File: src/tcsp_pkg.sv
package tcsp_pkg;

    ////////////////////////////////////////////////////////////////////////////
    // bus geometry
    localparam int ADDR_W = 8;
    localparam int DATA_W = 32;

    ////////////////////////////////////////////////////////////////////////////
    // register byte addresses
    localparam logic [ADDR_W-1:0] OFS_CONTROL_ONE = 8'h00;
    localparam logic [ADDR_W-1:0] OFS_CONTROL_TWO = 8'h04;
    localparam logic [ADDR_W-1:0] OFS_STATUS      = 8'h08;
    localparam logic [ADDR_W-1:0] OFS_CMP1_HIGH   = 8'h0C;
    localparam logic [ADDR_W-1:0] OFS_CMP1_LOW    = 8'h10;
    localparam logic [ADDR_W-1:0] OFS_CMP2_HIGH   = 8'h14;
    localparam logic [ADDR_W-1:0] OFS_CMP2_LOW    = 8'h18;
    localparam logic [ADDR_W-1:0] OFS_CAP1_HIGH   = 8'h1C;
    localparam logic [ADDR_W-1:0] OFS_CAP1_LOW    = 8'h20;
    localparam logic [ADDR_W-1:0] OFS_CAP2_HIGH   = 8'h24;
    localparam logic [ADDR_W-1:0] OFS_CAP2_LOW    = 8'h28;
    localparam logic [ADDR_W-1:0] OFS_COUNT_HIGH  = 8'h2C;
    localparam logic [ADDR_W-1:0] OFS_COUNT_LOW   = 8'h30;

    ////////////////////////////////////////////////////////////////////////////
    // control_reg_one fields
    localparam int C1_OUTPUT_LEVEL_ONE = 0;
    localparam int C1_OUTPUT_LEVEL_TWO = 1;
    localparam int C1_CAPTURE_EDGE_ONE = 2;
    localparam int C1_FORCE_ONE        = 3;
    localparam int C1_FORCE_TWO        = 4;
    localparam int C1_COMPARE_IRQ_EN   = 6;
    localparam int C1_CAPTURE_IRQ_EN   = 7;
    // force bits are strobes and never stored
    localparam logic [7:0] C1_STORE_MASK = 8'hC7;

    // control_reg_two fields
    localparam int C2_PRESCALE_LOW     = 0;
    localparam int C2_PRESCALE_HIGH    = 1;
    localparam int C2_CAPTURE_EDGE_TWO = 2;
    localparam int C2_EXT_EDGE_RISE    = 3;
    localparam int C2_SINGLE_PULSE     = 4;
    localparam int C2_PWM_SELECT       = 5;
    localparam int C2_PIN_ENABLE_TWO   = 6;
    localparam int C2_PIN_ENABLE_ONE   = 7;

    // timer_status_reg fields
    localparam int SR_MATCH_ONE   = 0;
    localparam int SR_MATCH_TWO   = 1;
    localparam int SR_CAPTURE_ONE = 2;
    localparam int SR_CAPTURE_TWO = 3;

    ////////////////////////////////////////////////////////////////////////////
    // values after reset and fixed loads
    localparam logic [15:0] CNT_RESET_VALUE   = 16'hFFFC;
    localparam logic [15:0] CAP_PULSE_VALUE   = 16'hFFFD;
    localparam logic [15:0] CMP_RESET_VALUE   = 16'h8000;
    localparam logic [7:0]  CONTROL_RESET     = 8'h00;

    ////////////////////////////////////////////////////////////////////////////
    // tick source select and divider masks (tick when masked count is all ones)
    localparam logic [1:0] SEL_DIV2 = 2'h0;
    localparam logic [1:0] SEL_DIV4 = 2'h1;
    localparam logic [1:0] SEL_DIV8 = 2'h2;
    localparam logic [1:0] SEL_EXT  = 2'h3;
    localparam logic [2:0] MASK_DIV2 = 3'h1;
    localparam logic [2:0] MASK_DIV4 = 3'h3;
    localparam logic [2:0] MASK_DIV8 = 3'h7;

endpackage

File: src/tcsp_tick_if.sv
`timescale 1ns/1ps
interface tcsp_tick_if;
    logic [1:0] prescale_sel;   // tick source select
    logic       ext_edge_rise;  // external clock counts rising edges
    logic       tick;           // one-cycle timer tick

    modport gen  (input prescale_sel, input ext_edge_rise, output tick);
    modport user (output prescale_sel, output ext_edge_rise, input tick);
endinterface

File: src/tcsp_tick_gen.sv
`timescale 1ns/1ps
module tcsp_tick_gen
(
    input  wire logic mclk,         // cpu clock
    input  wire logic arst_n,       // async reset, low
    input  wire logic ce,           // clock enable
    input  wire logic ext_clk_pin,  // external timer clock pin
    tcsp_tick_if.gen  tk            // select in, tick out
);
    import tcsp_pkg::*;

    typedef struct packed
    {
        logic [2:0] div;
        logic       s1;
        logic       s2;
        logic       prev;
        logic       tick;
    } tcsp_tg_t;

    tcsp_tg_t q;
    tcsp_tg_t n;

    ////////////////////////////////////////////////////////////////////////////
    always_comb
    begin
        n      = q;
        n.s1   = ext_clk_pin;
        n.s2   = q.s1;
        n.prev = q.s2;
        n.div  = q.div + 3'h1;
        unique case (tk.prescale_sel)
            SEL_DIV2: n.tick = ((q.div & MASK_DIV2) == MASK_DIV2);
            SEL_DIV4: n.tick = ((q.div & MASK_DIV4) == MASK_DIV4);
            SEL_DIV8: n.tick = ((q.div & MASK_DIV8) == MASK_DIV8);
            SEL_EXT:  n.tick = tk.ext_edge_rise ? (q.s2 & ~q.prev) : (~q.s2 & q.prev);
        endcase
    end

    always_ff @(posedge mclk or negedge arst_n)
    begin
        if (!arst_n)
            q <= '0;
        else if (ce)
            q <= n;
    end

    assign tk.tick = q.tick;

endmodule // tcsp_tick_gen

File: src/tcsp_timer.sv
// What this block does
// compare both 16-bit compare values with the counter on every tick
// compare values are software storage only, reset to 8000h
// a match sets its flag and drives the level on enabled pin
// compare pin latches are low during reset
// compare interrupt needs compare enable and clear global mask
// flag clears by status read while set, then low byte access
// writing high compare byte stops compares until low byte written
// software writes high, reads status, then writes low byte
// pin disabled: no level driven, interrupt still possible
// flag and level appear in the tick the counter equals value
// force bit copies level to enabled pin, no flag, no interrupt
// force bits do nothing in single pulse or pwm mode
// single pulse select bit enters single pulse mode
// trigger edge reloads FFFCh, drives level two, sets flag, loads FFFDh
// trigger raises interrupt when capture interrupt enabled
// counter reaching compare value one drives level one, ending pulse
// single pulse never sets match flag one; flag two works
// pwm and single pulse both set means pwm only
// single pulse: pin one does no capture, pin two captures
// single pulse: channel two flags only, drives no pin
// pulse length is compare value one plus four ticks
// counter resets to FFFCh, its only reload value
// both prescale bits set selects external clock pin
// compare pins hold level until match, trigger or force
// counter advances one per tick and wraps FFFFh to 0000h
`timescale 1ns/1ps
module tcsp_timer
(
    input  wire logic                        mclk,              // cpu clock
    input  wire logic                        arst_n,            // async reset, low
    input  wire logic                        ce,                // clock enable
    input  wire logic [tcsp_pkg::ADDR_W-1:0] paddr,             // apb address
    input  wire logic                        psel,              // apb select
    input  wire logic                        penable,           // apb enable
    input  wire logic                        pwrite,            // apb direction
    input  wire logic [tcsp_pkg::DATA_W-1:0] pwdata,            // apb write data
    output logic      [tcsp_pkg::DATA_W-1:0] prdata,            // apb read data
    output logic                             pready,            // apb ready
    output logic                             pslverr,           // apb error
    input  wire logic                        irq_mask,          // cpu global mask
    input  wire logic                        ext_clk_pin,       // external clock
    input  wire logic                        capture_pin_one,   // capture input 1
    input  wire logic                        capture_pin_two,   // capture input 2
    output logic                             compare_pin_one,   // compare output 1
    output logic                             compare_pin_two,   // compare output 2
    output logic                             compare_pin_en_one,// pin 1 owned by timer
    output logic                             compare_pin_en_two,// pin 2 owned by timer
    output logic                             timer_irq          // timer interrupt
);
    import tcsp_pkg::*;

    typedef struct packed
    {
        logic [15:0] cnt;
        logic [15:0] cmp1;
        logic [15:0] cmp2;
        logic [15:0] cap1;
        logic [15:0] cap2;
        logic [7:0]  ctl1;
        logic [7:0]  ctl2;
        logic [3:0]  flags;
        logic [3:0]  armed;
        logic [1:0]  cmp_hold;
        logic [1:0]  cap_hold;
        logic        pin1;
        logic        pin2;
        logic        c1_s1;
        logic        c1_s2;
        logic        c1_prev;
        logic        c2_s1;
        logic        c2_s2;
        logic        c2_prev;
        logic        ack;
        logic [7:0]  rdata;
        logic        irq;
    } tcsp_state_t;

    localparam tcsp_state_t STATE_RESET = '{
        cnt:      CNT_RESET_VALUE,
        cmp1:     CMP_RESET_VALUE,
        cmp2:     CMP_RESET_VALUE,
        cap1:     16'h0000,
        cap2:     16'h0000,
        ctl1:     CONTROL_RESET,
        ctl2:     CONTROL_RESET,
        flags:    4'h0,
        armed:    4'h0,
        cmp_hold: 2'h0,
        cap_hold: 2'h0,
        pin1:     1'b0,
        pin2:     1'b0,
        c1_s1:    1'b0,
        c1_s2:    1'b0,
        c1_prev:  1'b0,
        c2_s1:    1'b0,
        c2_s2:    1'b0,
        c2_prev:  1'b0,
        ack:      1'b0,
        rdata:    8'h00,
        irq:      1'b0
    };

    tcsp_state_t q;
    tcsp_state_t n;

    tcsp_tick_if tk ();

    tcsp_tick_gen u_tick
    (
        .mclk        (mclk),
        .arst_n      (arst_n),
        .ce          (ce),
        .ext_clk_pin (ext_clk_pin),
        .tk          (tk)
    );

    assign tk.prescale_sel  = {q.ctl2[C2_PRESCALE_HIGH], q.ctl2[C2_PRESCALE_LOW]};
    assign tk.ext_edge_rise = q.ctl2[C2_EXT_EDGE_RISE];

    ////////////////////////////////////////////////////////////////////////////
    function automatic logic addr_mapped(input logic [ADDR_W-1:0] a);
        case (a)
            OFS_CONTROL_ONE, OFS_CONTROL_TWO, OFS_STATUS,
            OFS_CMP1_HIGH, OFS_CMP1_LOW, OFS_CMP2_HIGH, OFS_CMP2_LOW,
            OFS_CAP1_HIGH, OFS_CAP1_LOW, OFS_CAP2_HIGH, OFS_CAP2_LOW,
            OFS_COUNT_HIGH, OFS_COUNT_LOW:
                addr_mapped = 1'b1;
            default:
                addr_mapped = 1'b0;
        endcase
    endfunction

    function automatic logic edge_seen(input logic now, input logic prev,
                                       input logic rise);
        edge_seen = rise ? (now & ~prev) : (~now & prev);
    endfunction

    ////////////////////////////////////////////////////////////////////////////
    logic       pwm_mode;
    logic       pulse_mode;
    logic       access;
    logic       wr;
    logic       rd;
    logic [7:0] wbyte;
    logic       cap1_edge;
    logic       cap2_edge;
    logic       trigger;
    logic       match1;
    logic       match2;
    logic [3:0] set_mask;
    logic [3:0] clr_mask;
    logic       pin_en1;
    logic       pin_en2;

    always_comb
    begin
        n       = q;
        // pwm takes priority over single pulse
        pwm_mode   = q.ctl2[C2_PWM_SELECT];
        pulse_mode = q.ctl2[C2_SINGLE_PULSE] & ~pwm_mode;
        pin_en1    = q.ctl2[C2_PIN_ENABLE_ONE];
        pin_en2    = q.ctl2[C2_PIN_ENABLE_TWO];
        access     = psel & penable & q.ack;
        wr         = access & pwrite;
        rd         = access & ~pwrite;
        wbyte      = pwdata[7:0];
        set_mask   = 4'h0;
        clr_mask   = 4'h0;

        // capture pins: two flops, then edge detect on the second
        n.c1_s1   = capture_pin_one;
        n.c1_s2   = q.c1_s1;
        n.c1_prev = q.c1_s2;
        n.c2_s1   = capture_pin_two;
        n.c2_s2   = q.c2_s1;
        n.c2_prev = q.c2_s2;
        cap1_edge = edge_seen(q.c1_s2, q.c1_prev, q.ctl1[C1_CAPTURE_EDGE_ONE]);
        cap2_edge = edge_seen(q.c2_s2, q.c2_prev, q.ctl2[C2_CAPTURE_EDGE_TWO]);
        trigger   = pulse_mode & cap1_edge;

        // counter
        if (tk.tick)
            n.cnt = q.cnt + 16'h0001;
        if (trigger)
            n.cnt = CNT_RESET_VALUE;

        // match on the value the counter takes at this tick
        match1 = tk.tick & ~trigger & ~q.cmp_hold[0] & (n.cnt == q.cmp1);
        match2 = tk.tick & ~trigger & ~q.cmp_hold[1] & (n.cnt == q.cmp2);

        if (!pwm_mode)
        begin
            if (match1 && !pulse_mode)
                set_mask[SR_MATCH_ONE] = 1'b1;
            if (match2)
                set_mask[SR_MATCH_TWO] = 1'b1;
            // pins hold otherwise; disabled pins get nothing
            if (match1 && pin_en1)
                n.pin1 = q.ctl1[C1_OUTPUT_LEVEL_ONE];
            if (match2 && pin_en2 && !pulse_mode)
                n.pin2 = q.ctl1[C1_OUTPUT_LEVEL_TWO];
            if (trigger && pin_en1)
                n.pin1 = q.ctl1[C1_OUTPUT_LEVEL_TWO];
        end

        // captures
        if (trigger)
        begin
            n.cap1 = CAP_PULSE_VALUE;
            set_mask[SR_CAPTURE_ONE] = 1'b1;
        end
        else if (cap1_edge && !pulse_mode && !pwm_mode && !q.cap_hold[0])
        begin
            n.cap1 = q.cnt;
            set_mask[SR_CAPTURE_ONE] = 1'b1;
        end
        if (cap2_edge && !q.cap_hold[1])
        begin
            n.cap2 = q.cnt;
            set_mask[SR_CAPTURE_TWO] = 1'b1;
        end

        // register writes
        if (wr)
        begin
            unique case (paddr)
                OFS_CONTROL_ONE:
                begin
                    n.ctl1 = wbyte & C1_STORE_MASK;
                    // forcing is off in single pulse and pwm
                    if (!pulse_mode && !pwm_mode)
                    begin
                        if (wbyte[C1_FORCE_ONE] && pin_en1)
                            n.pin1 = wbyte[C1_OUTPUT_LEVEL_ONE];
                        if (wbyte[C1_FORCE_TWO] && pin_en2)
                            n.pin2 = wbyte[C1_OUTPUT_LEVEL_TWO];
                    end
                end
                OFS_CONTROL_TWO:
                    n.ctl2 = wbyte;
                OFS_CMP1_HIGH:
                begin
                    n.cmp1[15:8]   = wbyte;
                    n.cmp_hold[0]  = 1'b1;
                end
                OFS_CMP1_LOW:
                begin
                    n.cmp1[7:0]    = wbyte;
                    n.cmp_hold[0]  = 1'b0;
                end
                OFS_CMP2_HIGH:
                begin
                    n.cmp2[15:8]   = wbyte;
                    n.cmp_hold[1]  = 1'b1;
                end
                OFS_CMP2_LOW:
                begin
                    n.cmp2[7:0]    = wbyte;
                    n.cmp_hold[1]  = 1'b0;
                end
                default:
                begin
                end
            endcase
        end

        // read side effects: capture high read freezes capture until low read
        if (rd)
        begin
            unique case (paddr)
                OFS_CAP1_HIGH: n.cap_hold[0] = 1'b1;
                OFS_CAP1_LOW:  n.cap_hold[0] = 1'b0;
                OFS_CAP2_HIGH: n.cap_hold[1] = 1'b1;
                OFS_CAP2_LOW:  n.cap_hold[1] = 1'b0;
                default:
                begin
                end
            endcase
        end

        // two-step flag clear: status read arms, low byte access clears
        if (access)
        begin
            unique case (paddr)
                OFS_CMP1_LOW: clr_mask[SR_MATCH_ONE]   = q.armed[SR_MATCH_ONE];
                OFS_CMP2_LOW: clr_mask[SR_MATCH_TWO]   = q.armed[SR_MATCH_TWO];
                OFS_CAP1_LOW: clr_mask[SR_CAPTURE_ONE] = q.armed[SR_CAPTURE_ONE];
                OFS_CAP2_LOW: clr_mask[SR_CAPTURE_TWO] = q.armed[SR_CAPTURE_TWO];
                default:
                begin
                end
            endcase
        end
        n.armed = q.armed & ~clr_mask;
        if (rd && paddr == OFS_STATUS)
            n.armed = n.armed | q.flags;
        // a new event in the clearing cycle survives
        n.flags = (q.flags & ~clr_mask) | set_mask;

        n.irq = ~irq_mask &
                ((q.ctl1[C1_COMPARE_IRQ_EN] &
                  (n.flags[SR_MATCH_ONE] | n.flags[SR_MATCH_TWO])) |
                 (q.ctl1[C1_CAPTURE_IRQ_EN] &
                  (n.flags[SR_CAPTURE_ONE] | n.flags[SR_CAPTURE_TWO])));

        // apb: one wait state so that read data comes from a flop
        if (psel && penable && !q.ack)
        begin
            n.ack = 1'b1;
            unique case (paddr)
                OFS_CONTROL_ONE: n.rdata = q.ctl1;
                OFS_CONTROL_TWO: n.rdata = q.ctl2;
                OFS_STATUS:      n.rdata = {4'h0, q.flags};
                OFS_CMP1_HIGH:   n.rdata = q.cmp1[15:8];
                OFS_CMP1_LOW:    n.rdata = q.cmp1[7:0];
                OFS_CMP2_HIGH:   n.rdata = q.cmp2[15:8];
                OFS_CMP2_LOW:    n.rdata = q.cmp2[7:0];
                OFS_CAP1_HIGH:   n.rdata = q.cap1[15:8];
                OFS_CAP1_LOW:    n.rdata = q.cap1[7:0];
                OFS_CAP2_HIGH:   n.rdata = q.cap2[15:8];
                OFS_CAP2_LOW:    n.rdata = q.cap2[7:0];
                OFS_COUNT_HIGH:  n.rdata = q.cnt[15:8];
                OFS_COUNT_LOW:   n.rdata = q.cnt[7:0];
                default:         n.rdata = 8'h00;
            endcase
        end
        else if (access)
            n.ack = 1'b0;
    end

    ////////////////////////////////////////////////////////////////////////////
    always_ff @(posedge mclk or negedge arst_n)
    begin
        if (!arst_n)
            q <= STATE_RESET;
        else if (ce)
            q <= n;
    end

    assign prdata             = {24'h000000, q.rdata};
    assign pready             = ce & psel & penable & q.ack;
    assign pslverr            = pready & ~addr_mapped(paddr);
    assign compare_pin_one    = q.pin1;
    assign compare_pin_two    = q.pin2;
    assign compare_pin_en_one = q.ctl2[C2_PIN_ENABLE_ONE];
    assign compare_pin_en_two = q.ctl2[C2_PIN_ENABLE_TWO];
    assign timer_irq          = q.irq;

endmodule // tcsp_timer

File: config.mk
export PLATFORM = sky130hd
export DESIGN_NAME = tcsp_timer
export DESIGN_NICKNAME = d
export VERILOG_FILES = /design/src/tcsp_pkg.sv /design/src/tcsp_tick_if.sv /design/src/tcsp_tick_gen.sv /design/src/tcsp_timer.sv
export SDC_FILE = /design/constraint.sdc
export NUM_CORES = 1
export LEC_CHECK = 0
export BUFFER_PORTS_ARGS = -buffer_cell sky130_fd_sc_hd__buf_2
export CAP_MARGIN = 20
export CORE_MARGIN = 8
export CORE_UTILIZATION = 40
export CTS_CLUSTER_SIZE = 10
export DETAILED_ROUTE_END_ITERATION = 10
export GPL_TIMING_DRIVEN = 0
export PLACE_DENSITY = 0.58
export SLEW_MARGIN = 20
export SYNTH_ARGS = -nofsm -noshare
export SYNTH_HDL_FRONTEND = slang
export SYNTH_SLANG_ARGS = --single-unit
File: constraint.sdc
create_clock -name mclk -period 3.55 [get_ports mclk]
set_input_delay 0.355 -clock mclk [delete_from_list [all_inputs] [get_ports mclk]]
set_output_delay 0.355 -clock mclk [all_outputs]
set_load 0.1 [all_outputs]
Word-level counts from Yosys, hierarchy flattened
Memory sizes are Yosys's and may differ from the RTL's.
Cells that the tools add are included.
Storage, ports and cells
  register bits: 130
  bits in read-only memories: 64
  word-level logic and storage cells: 178
  memories: 1
Cells by class
  add/subtract/negate cells: 2
  equality and inequality tests: 19
  multiplexer cells: 37
  bitwise operators: 45
  reductions and logical operators: 43
Memories
  (no name shown): words 64, bits a word 1, rd ports 1, clocked after memory_dff 0, wr ports 0, RTL line tcsp_timer.sv:123  | case (a)
Operator list (number)
  $pmux 8 s13: 1
  $mux 16: 4
  $eq 8x6->1 const B: 5
  $eq 16x16->1: 2
  $eq 8x5->1 const B: 4
  $reduce_and 3->1: 10
  $and 1x1->1: 24
  $mux 1: 20
  $add 16x1->16 const B: 1
  $eq 8x4->1 const B: 2
  $logic_and 1x1->1: 15
  $not 1->1: 13
  $reduce_bool 2->1: 6
  $mux 2: 5
  $and 4x4->4: 2
  $eq 8x3->1 const B: 1
  $logic_not 8->1: 1
  $mux 4: 2
  $or 4x4->4: 2
  $pmux 1 s2: 4
  $reduce_and 2->1: 4
  $eq 2x2->1 const B: 3
  $logic_not 1->1: 5
  $logic_not 2->1: 2
  6 further kinds: 8

Depth between registers and ports, before layout
  depth in word-level cells: 16
  depth in mapped cells: 10
  gate-level depth less buffers: 9

Hierarchy
A second synthesis with hierarchy kept.
Second synthesis, totals
  cells, all modules: 741
  area total of the unflattened synthesis: 7388.3 um^2
By module, submodules not included
  tcsp_timer: instances 1, cells an instance 717, area each 7059.3 um^2, sequential area each 3098.0 um^2
  tcsp_tick_gen: instances 1, cells an instance 24, area each 329.1 um^2, sequential area each 175.2 um^2

Worst setup path before layout
Ideal clock, no wire load.
  path kind: reg2reg
  from: reg q[111] (netlist name)
  to: reg q, in the netlist timer_irq
  setup time: 0.065 ns
  arrival time: 2.649 ns
  required time: 3.485 ns
  slack: 0.836 ns
  cell stages (with the launch flop): 10
  buffers on the path: 0
  period minus slack after synthesis: 2.714 ns
  path through: dfrtp_1 -> ha_1 -> nand3_1 -> o41a_1 -> a211oi_4 -> xnor2_1 -> nor4_4 -> nand4_1 -> a2111oi_0 -> or3_1
Between the ends
  word-level cells in the longest chain between the ends: 13
  elaborated cells between the ends (all ways): 16
Ends and longest elaborated chain
  start, declared: RTL line tcsp_timer.sv:104  | tcsp_state_t q;
  start signal, assigned: RTL line tcsp_timer.sv:338  | q <= n;
  $add 16x1->16: RTL line tcsp_timer.sv:184  | n.cnt = q.cnt + 16'h0001;
  $mux 16 (*): RTL line tcsp_timer.sv:183  | if (tk.tick)
  $mux 16 (*): RTL line tcsp_timer.sv:185  | if (trigger)
  $eq 16x16->1: RTL line tcsp_timer.sv:189  | match1 = tk.tick & ~trigger & ~q.cmp_hold[0] & (n.cnt == q.cmp1);
  $and 1x1->1: RTL line tcsp_timer.sv:189
  $logic_and 1x1->1: RTL line tcsp_timer.sv:194  | if (match1 && !pulse_mode)
  $mux 1: RTL line tcsp_timer.sv:194
  $mux 2 (*): RTL line tcsp_timer.sv:192  | if (!pwm_mode)
  $or 4x4->4 (*): RTL line tcsp_timer.sv:299  | n.flags = (q.flags & ~clr_mask) | set_mask;
  $or 1x1->1 (*): RTL line tcsp_timer.sv:303  | (n.flags[SR_MATCH_ONE] | n.flags[SR_MATCH_TWO])) |
  $and 1x1->1 (*): RTL line tcsp_timer.sv:302  | ((q.ctl1[C1_COMPARE_IRQ_EN] &
  $or 1x1->1 (*): RTL line tcsp_timer.sv:303
  $and 1x1->1 (*): RTL line tcsp_timer.sv:301  | n.irq = ~irq_mask &
Mark *: on every way between the ends. The rest lies on a longest branch, timed or not.
A chain may end at the register's enable or synchronous reset.

Worst setup path after layout
  from: reg q[112] (netlist name)
  to: reg q, in the netlist timer_irq
Same word-level chain as after synthesis.

==> flow_metrics.py <==
metrics = {
    "timing": {
        "setup_viol": 0,
        "hold_viol": 0,
        "rsz0062_at_grt": "true",
        "fmax_mhz": 294,
        "worst_pin_slew_ns": 0.890,
        "post-route-period-util": 0.958,
        "relSlewSlack": 0.404,
        "setup_tns_ns": 0,
        "finClkSkew_ns": 0.0107,
        "report.final.slew_viol_count": 0,
        "layout_min_cycle_time_ns": 3.40,
    },
    "synthesis": {
        "synth_top_area_frac": 0.386,
        "ys_types": 72,
        "synth_largest_area_cell": "dfrtp_1",
        "syn_avg_cell_area_um2": 10.1,
        "synth_area_um2": 7390,
        "ys.warnings.count": 0,
        "synth_ff_type": "dfrtp_1",
        "ys_seq_area_frac": 0.443,
        "yosys_register_bits": 130,
        "async_flop_share": 1.00,
        "synth.area.top_cells": "dfrtp_1 39%, mux2_2 11%, dfstp_2 5.7%",
        "synth_cells": 732,
        "synth_edf_count": 0,
    },
    "global_route": {
        "grt-ovfl-total": 0,
        "grt_pass1_vias": 6298,
        "antenna_found_initial": 0,
        "grt_util_all_layers": 0.218,
        "grt_max_degree": 81,
        "grt_pass1_wl_um": 38700,
    },
    "layout": {
        "instances_no_fill": 1059,
        "nNetsFinal": 870,
        "layout-drive-gt1-share": 0.271,
        "multi_input_area_um2": 3760,
        "area_delta_synth_final_pct": 16.8,
        "fillers": 1721,
        "diodes": 0,
        "regArea_um2": 3270,
    },
    "worst_setup_path": {
        "worst_ep_arrival_time_ns": 3.77,
        "crit_buf_inv": 1,
        "path_delay_family": "simple AND/OR/NAND/NOR gates",
        "cp.required_ns": 3.92,
        "cp-start-kind": "flop",
        "endpoint_kind": "flop",
        "path_cells": "buf_4, nand4_4, nor3_1, a21boi_1, or4_1, a2111oi_0, nand4_1, a2111oi_0, or3_1",
        "cpPeakStageDelay_ns": 0.55,
        "path_class": "flop to flop",
        "crit_path_frequent_cell": "a2111oi_0",
        "critical_path.max_fanout": 10,
        "cp_slowest_cell": "dfstp_2",
    },
    "placed_design": {
        "io_buffers": 40,
        "dp_hpwl_um": 18800,
        "dp_cells": 1026,
        "gp_congestion": 0.922,
    },
    "clock_tree": {
        "post-cts-setup-buffers": 0,
        "cts_root_buf": "clkbuf_16",
        "cts_num_sinks": 130,
        "htreeDepth": 4,
        "clk_latency_ns": 0.44,
        "cts_made_buffers": 17,
        "cts.clk_slew.worst_paths_ns": 0.07,
        "cts.path.max_buffers": 2,
        "cts_tree": "yes",
    },
    "floorplan": {
        "num_rows": 49,
        "die-area_um2": 23100,
        "die_x_um": 152,
        "floorplan.initialDensity": 0.410,
        "die_y_um": 152,
        "io-pin-count": 89,
        "core_um2": 18000,
    },
    "power_and_ir_drop": {
        "p_int_mw": 3.29,
        "swShare": 0.383,
        "pwr-share-comb": 0.309,
        "p_seq_frac": 0.352,
        "power.switching_mw": 2.04,
        "p_clk_frac": 0.339,
        "ir_drop_uv": 708,
        "p_per_area_nw_per_um2": 617,
        "p_leak_nw": 3.83,
    },
    "routing": {
        "ant_nets": 0,
        "drtIter0Drc": 714,
        "wirelength_um": 25300,
        "firstDrtPassIters": 6,
        "wire_per_inst_um": 23.9,
        "vias": 6457,
        "viasPerCell": 6.10,
        "drc": 0,
    },
    "min_path": {
        "hold_path_class": "primary input to flop",
    },
    "run_status": {
        "outcome": "completed",
    },
    "job": {
        "cap_violations": 0,
    },
}
## metrics by stage
stage	power [mW]	setup WS [ns]	hold slack, ns	instance area [um^2]	utilization
floorplan	3.13	0.836	0.0594	7480	-
global placement	3.46	-0.143	0.460	7970	0.442
detailed placement	3.52	-0.0535	0.299	8010	0.445
CTS	5.32	0.0491	0.143	8620	0.478
global route	5.55	-0.0547	0.142	8630	0.479
finish	5.33	0.150	0.149	8630	0.479
## state kept, by name, indices dropped and copies added, names as in the netlist
register and flops:
prdata 8, u_tick.q 4, compare_pin_two 1, u_tick.n 2, timer_irq 1, n 4, compare_pin_en_one 1, pwm_mode 1
compare_pin_en_two 1, q 105, compare_pin_one 1, u_tick.tk.tick 1
## Yosys cell counts (all sizes together) (5+ instances only)
library cell	count
nand3b	6
and3	8
a22oi	20
o21ai	32
a221oi	7
a22o	12
xnor2	16
nor2b	5
dfstp	16
nand4	14
a31oi	10
a41oi	5
mux2	74
nand2	68
buf	49
nor4	10
clkbuf	26
a21oi	23
xor2	14
nor2	55
nand2b	6
a222oi	11
dfrtp	114
nand3	27
nor3	13
and4	8
inv	7
or2	5
## what timing repair did
item / 4_1_cts / 5_1_grt
setup endpoints to repair: 1 / 12
hold endpoints to repair: 36 / 0
gates resized for setup: 1 / 3
hold buffers: 1 / 0
## power by group through the flow
| stage | Combinational [mW] | Sequential (mW) | Clock [mW] |
|---|---|---|---|
| 6_report | 1.64 | 1.87 | 1.81 |
| 5_1_grt | 1.77 | 1.90 | 1.88 |
| 4_1_cts | 1.63 | 1.87 | 1.82 |
| 3_5_place_dp | 1.62 | 1.90 | 0 |
| 3_3_place_gp | 1.58 | 1.88 | 0 |
| 2_1_floorplan | 1.28 | 1.84 | 0 |
## layout by cell type, fill, tap and decap left out, types with 16 or more instances in the layout
cell and instances:
a22oi_1 20, buf_2 49, o21ai_0 31, nor2_1 55, mux2_2 74, nand2_1 68
dfrtp_1 113, conb_1 24, xnor2_1 16, clkbuf_1 25, a21oi_1 23, clkbuf_16 17
dfstp_2 16, nand3_1 27, buf_4 35
## worst reg2reg max path: stages (launching register included)
cell	delay (ns)
dfstp_2	0.55
buf_4	0.19
nand4_4	0.20
nor3_1	0.47
a21boi_1	0.20
or4_1	0.55
a2111oi_0	0.41
nand4_1	0.22
a2111oi_0	0.38
or3_1	0.16
## kinds of logic after synthesis
family,Yosys count,share of synthesized area
and+or+nand+nor,247,0.175
AOI/OAI and AO/OA,161,0.158
DFF,130,0.443
buffers and inverters,83,0.0625
muxes,76,0.117
xor gates and xnor gates,31,0.0386
adders and majority gates,3,0.00508
other,1,0.000507
## layout make-up
cell class                      instances  share of cell area
Multi-Input combinational cell        542               0.436
Sequential cell                       130               0.379
Buffer                                 75              0.0501
Clock buffer                           17              0.0493
Tap cell                              229              0.0332
Timing Repair Buffer                   43              0.0293
Clock inverter                         15              0.0197
Inverter                                8             0.00348
## per-layer routing
metal  up-vias  part of all wire  GRT usage
met5         -                 0          0
met3        56             0.086     0.0576
li1       2848                 -          -
met2       325              0.45      0.332
met4         0             0.030     0.0924
met1      3228              0.43      0.286
## final timing paths
kind	start	endpoint	slack, ns	depth (start not counted)
max	q[112]$_DFFE_PN1P_	timer_irq$_DFFE_PN0P_	0.15	9
min	capture_pin_two	n[11]$_DFFE_PN0P_	0.15	2
max reg2reg	q[112]$_DFFE_PN1P_	timer_irq$_DFFE_PN0P_	0.15	9
min reg2reg	compare_pin_two$_DFFE_PN0P_	compare_pin_two$_DFFE_PN0P_	0.48	1
max in group asynchronous	arst_n	q[105]$_DFFE_PN0P_	2.38	3
min in group asynchronous	arst_n	q[49]$_DFFE_PN0P_	0.42	2
(Power assumes the default switching activity.)
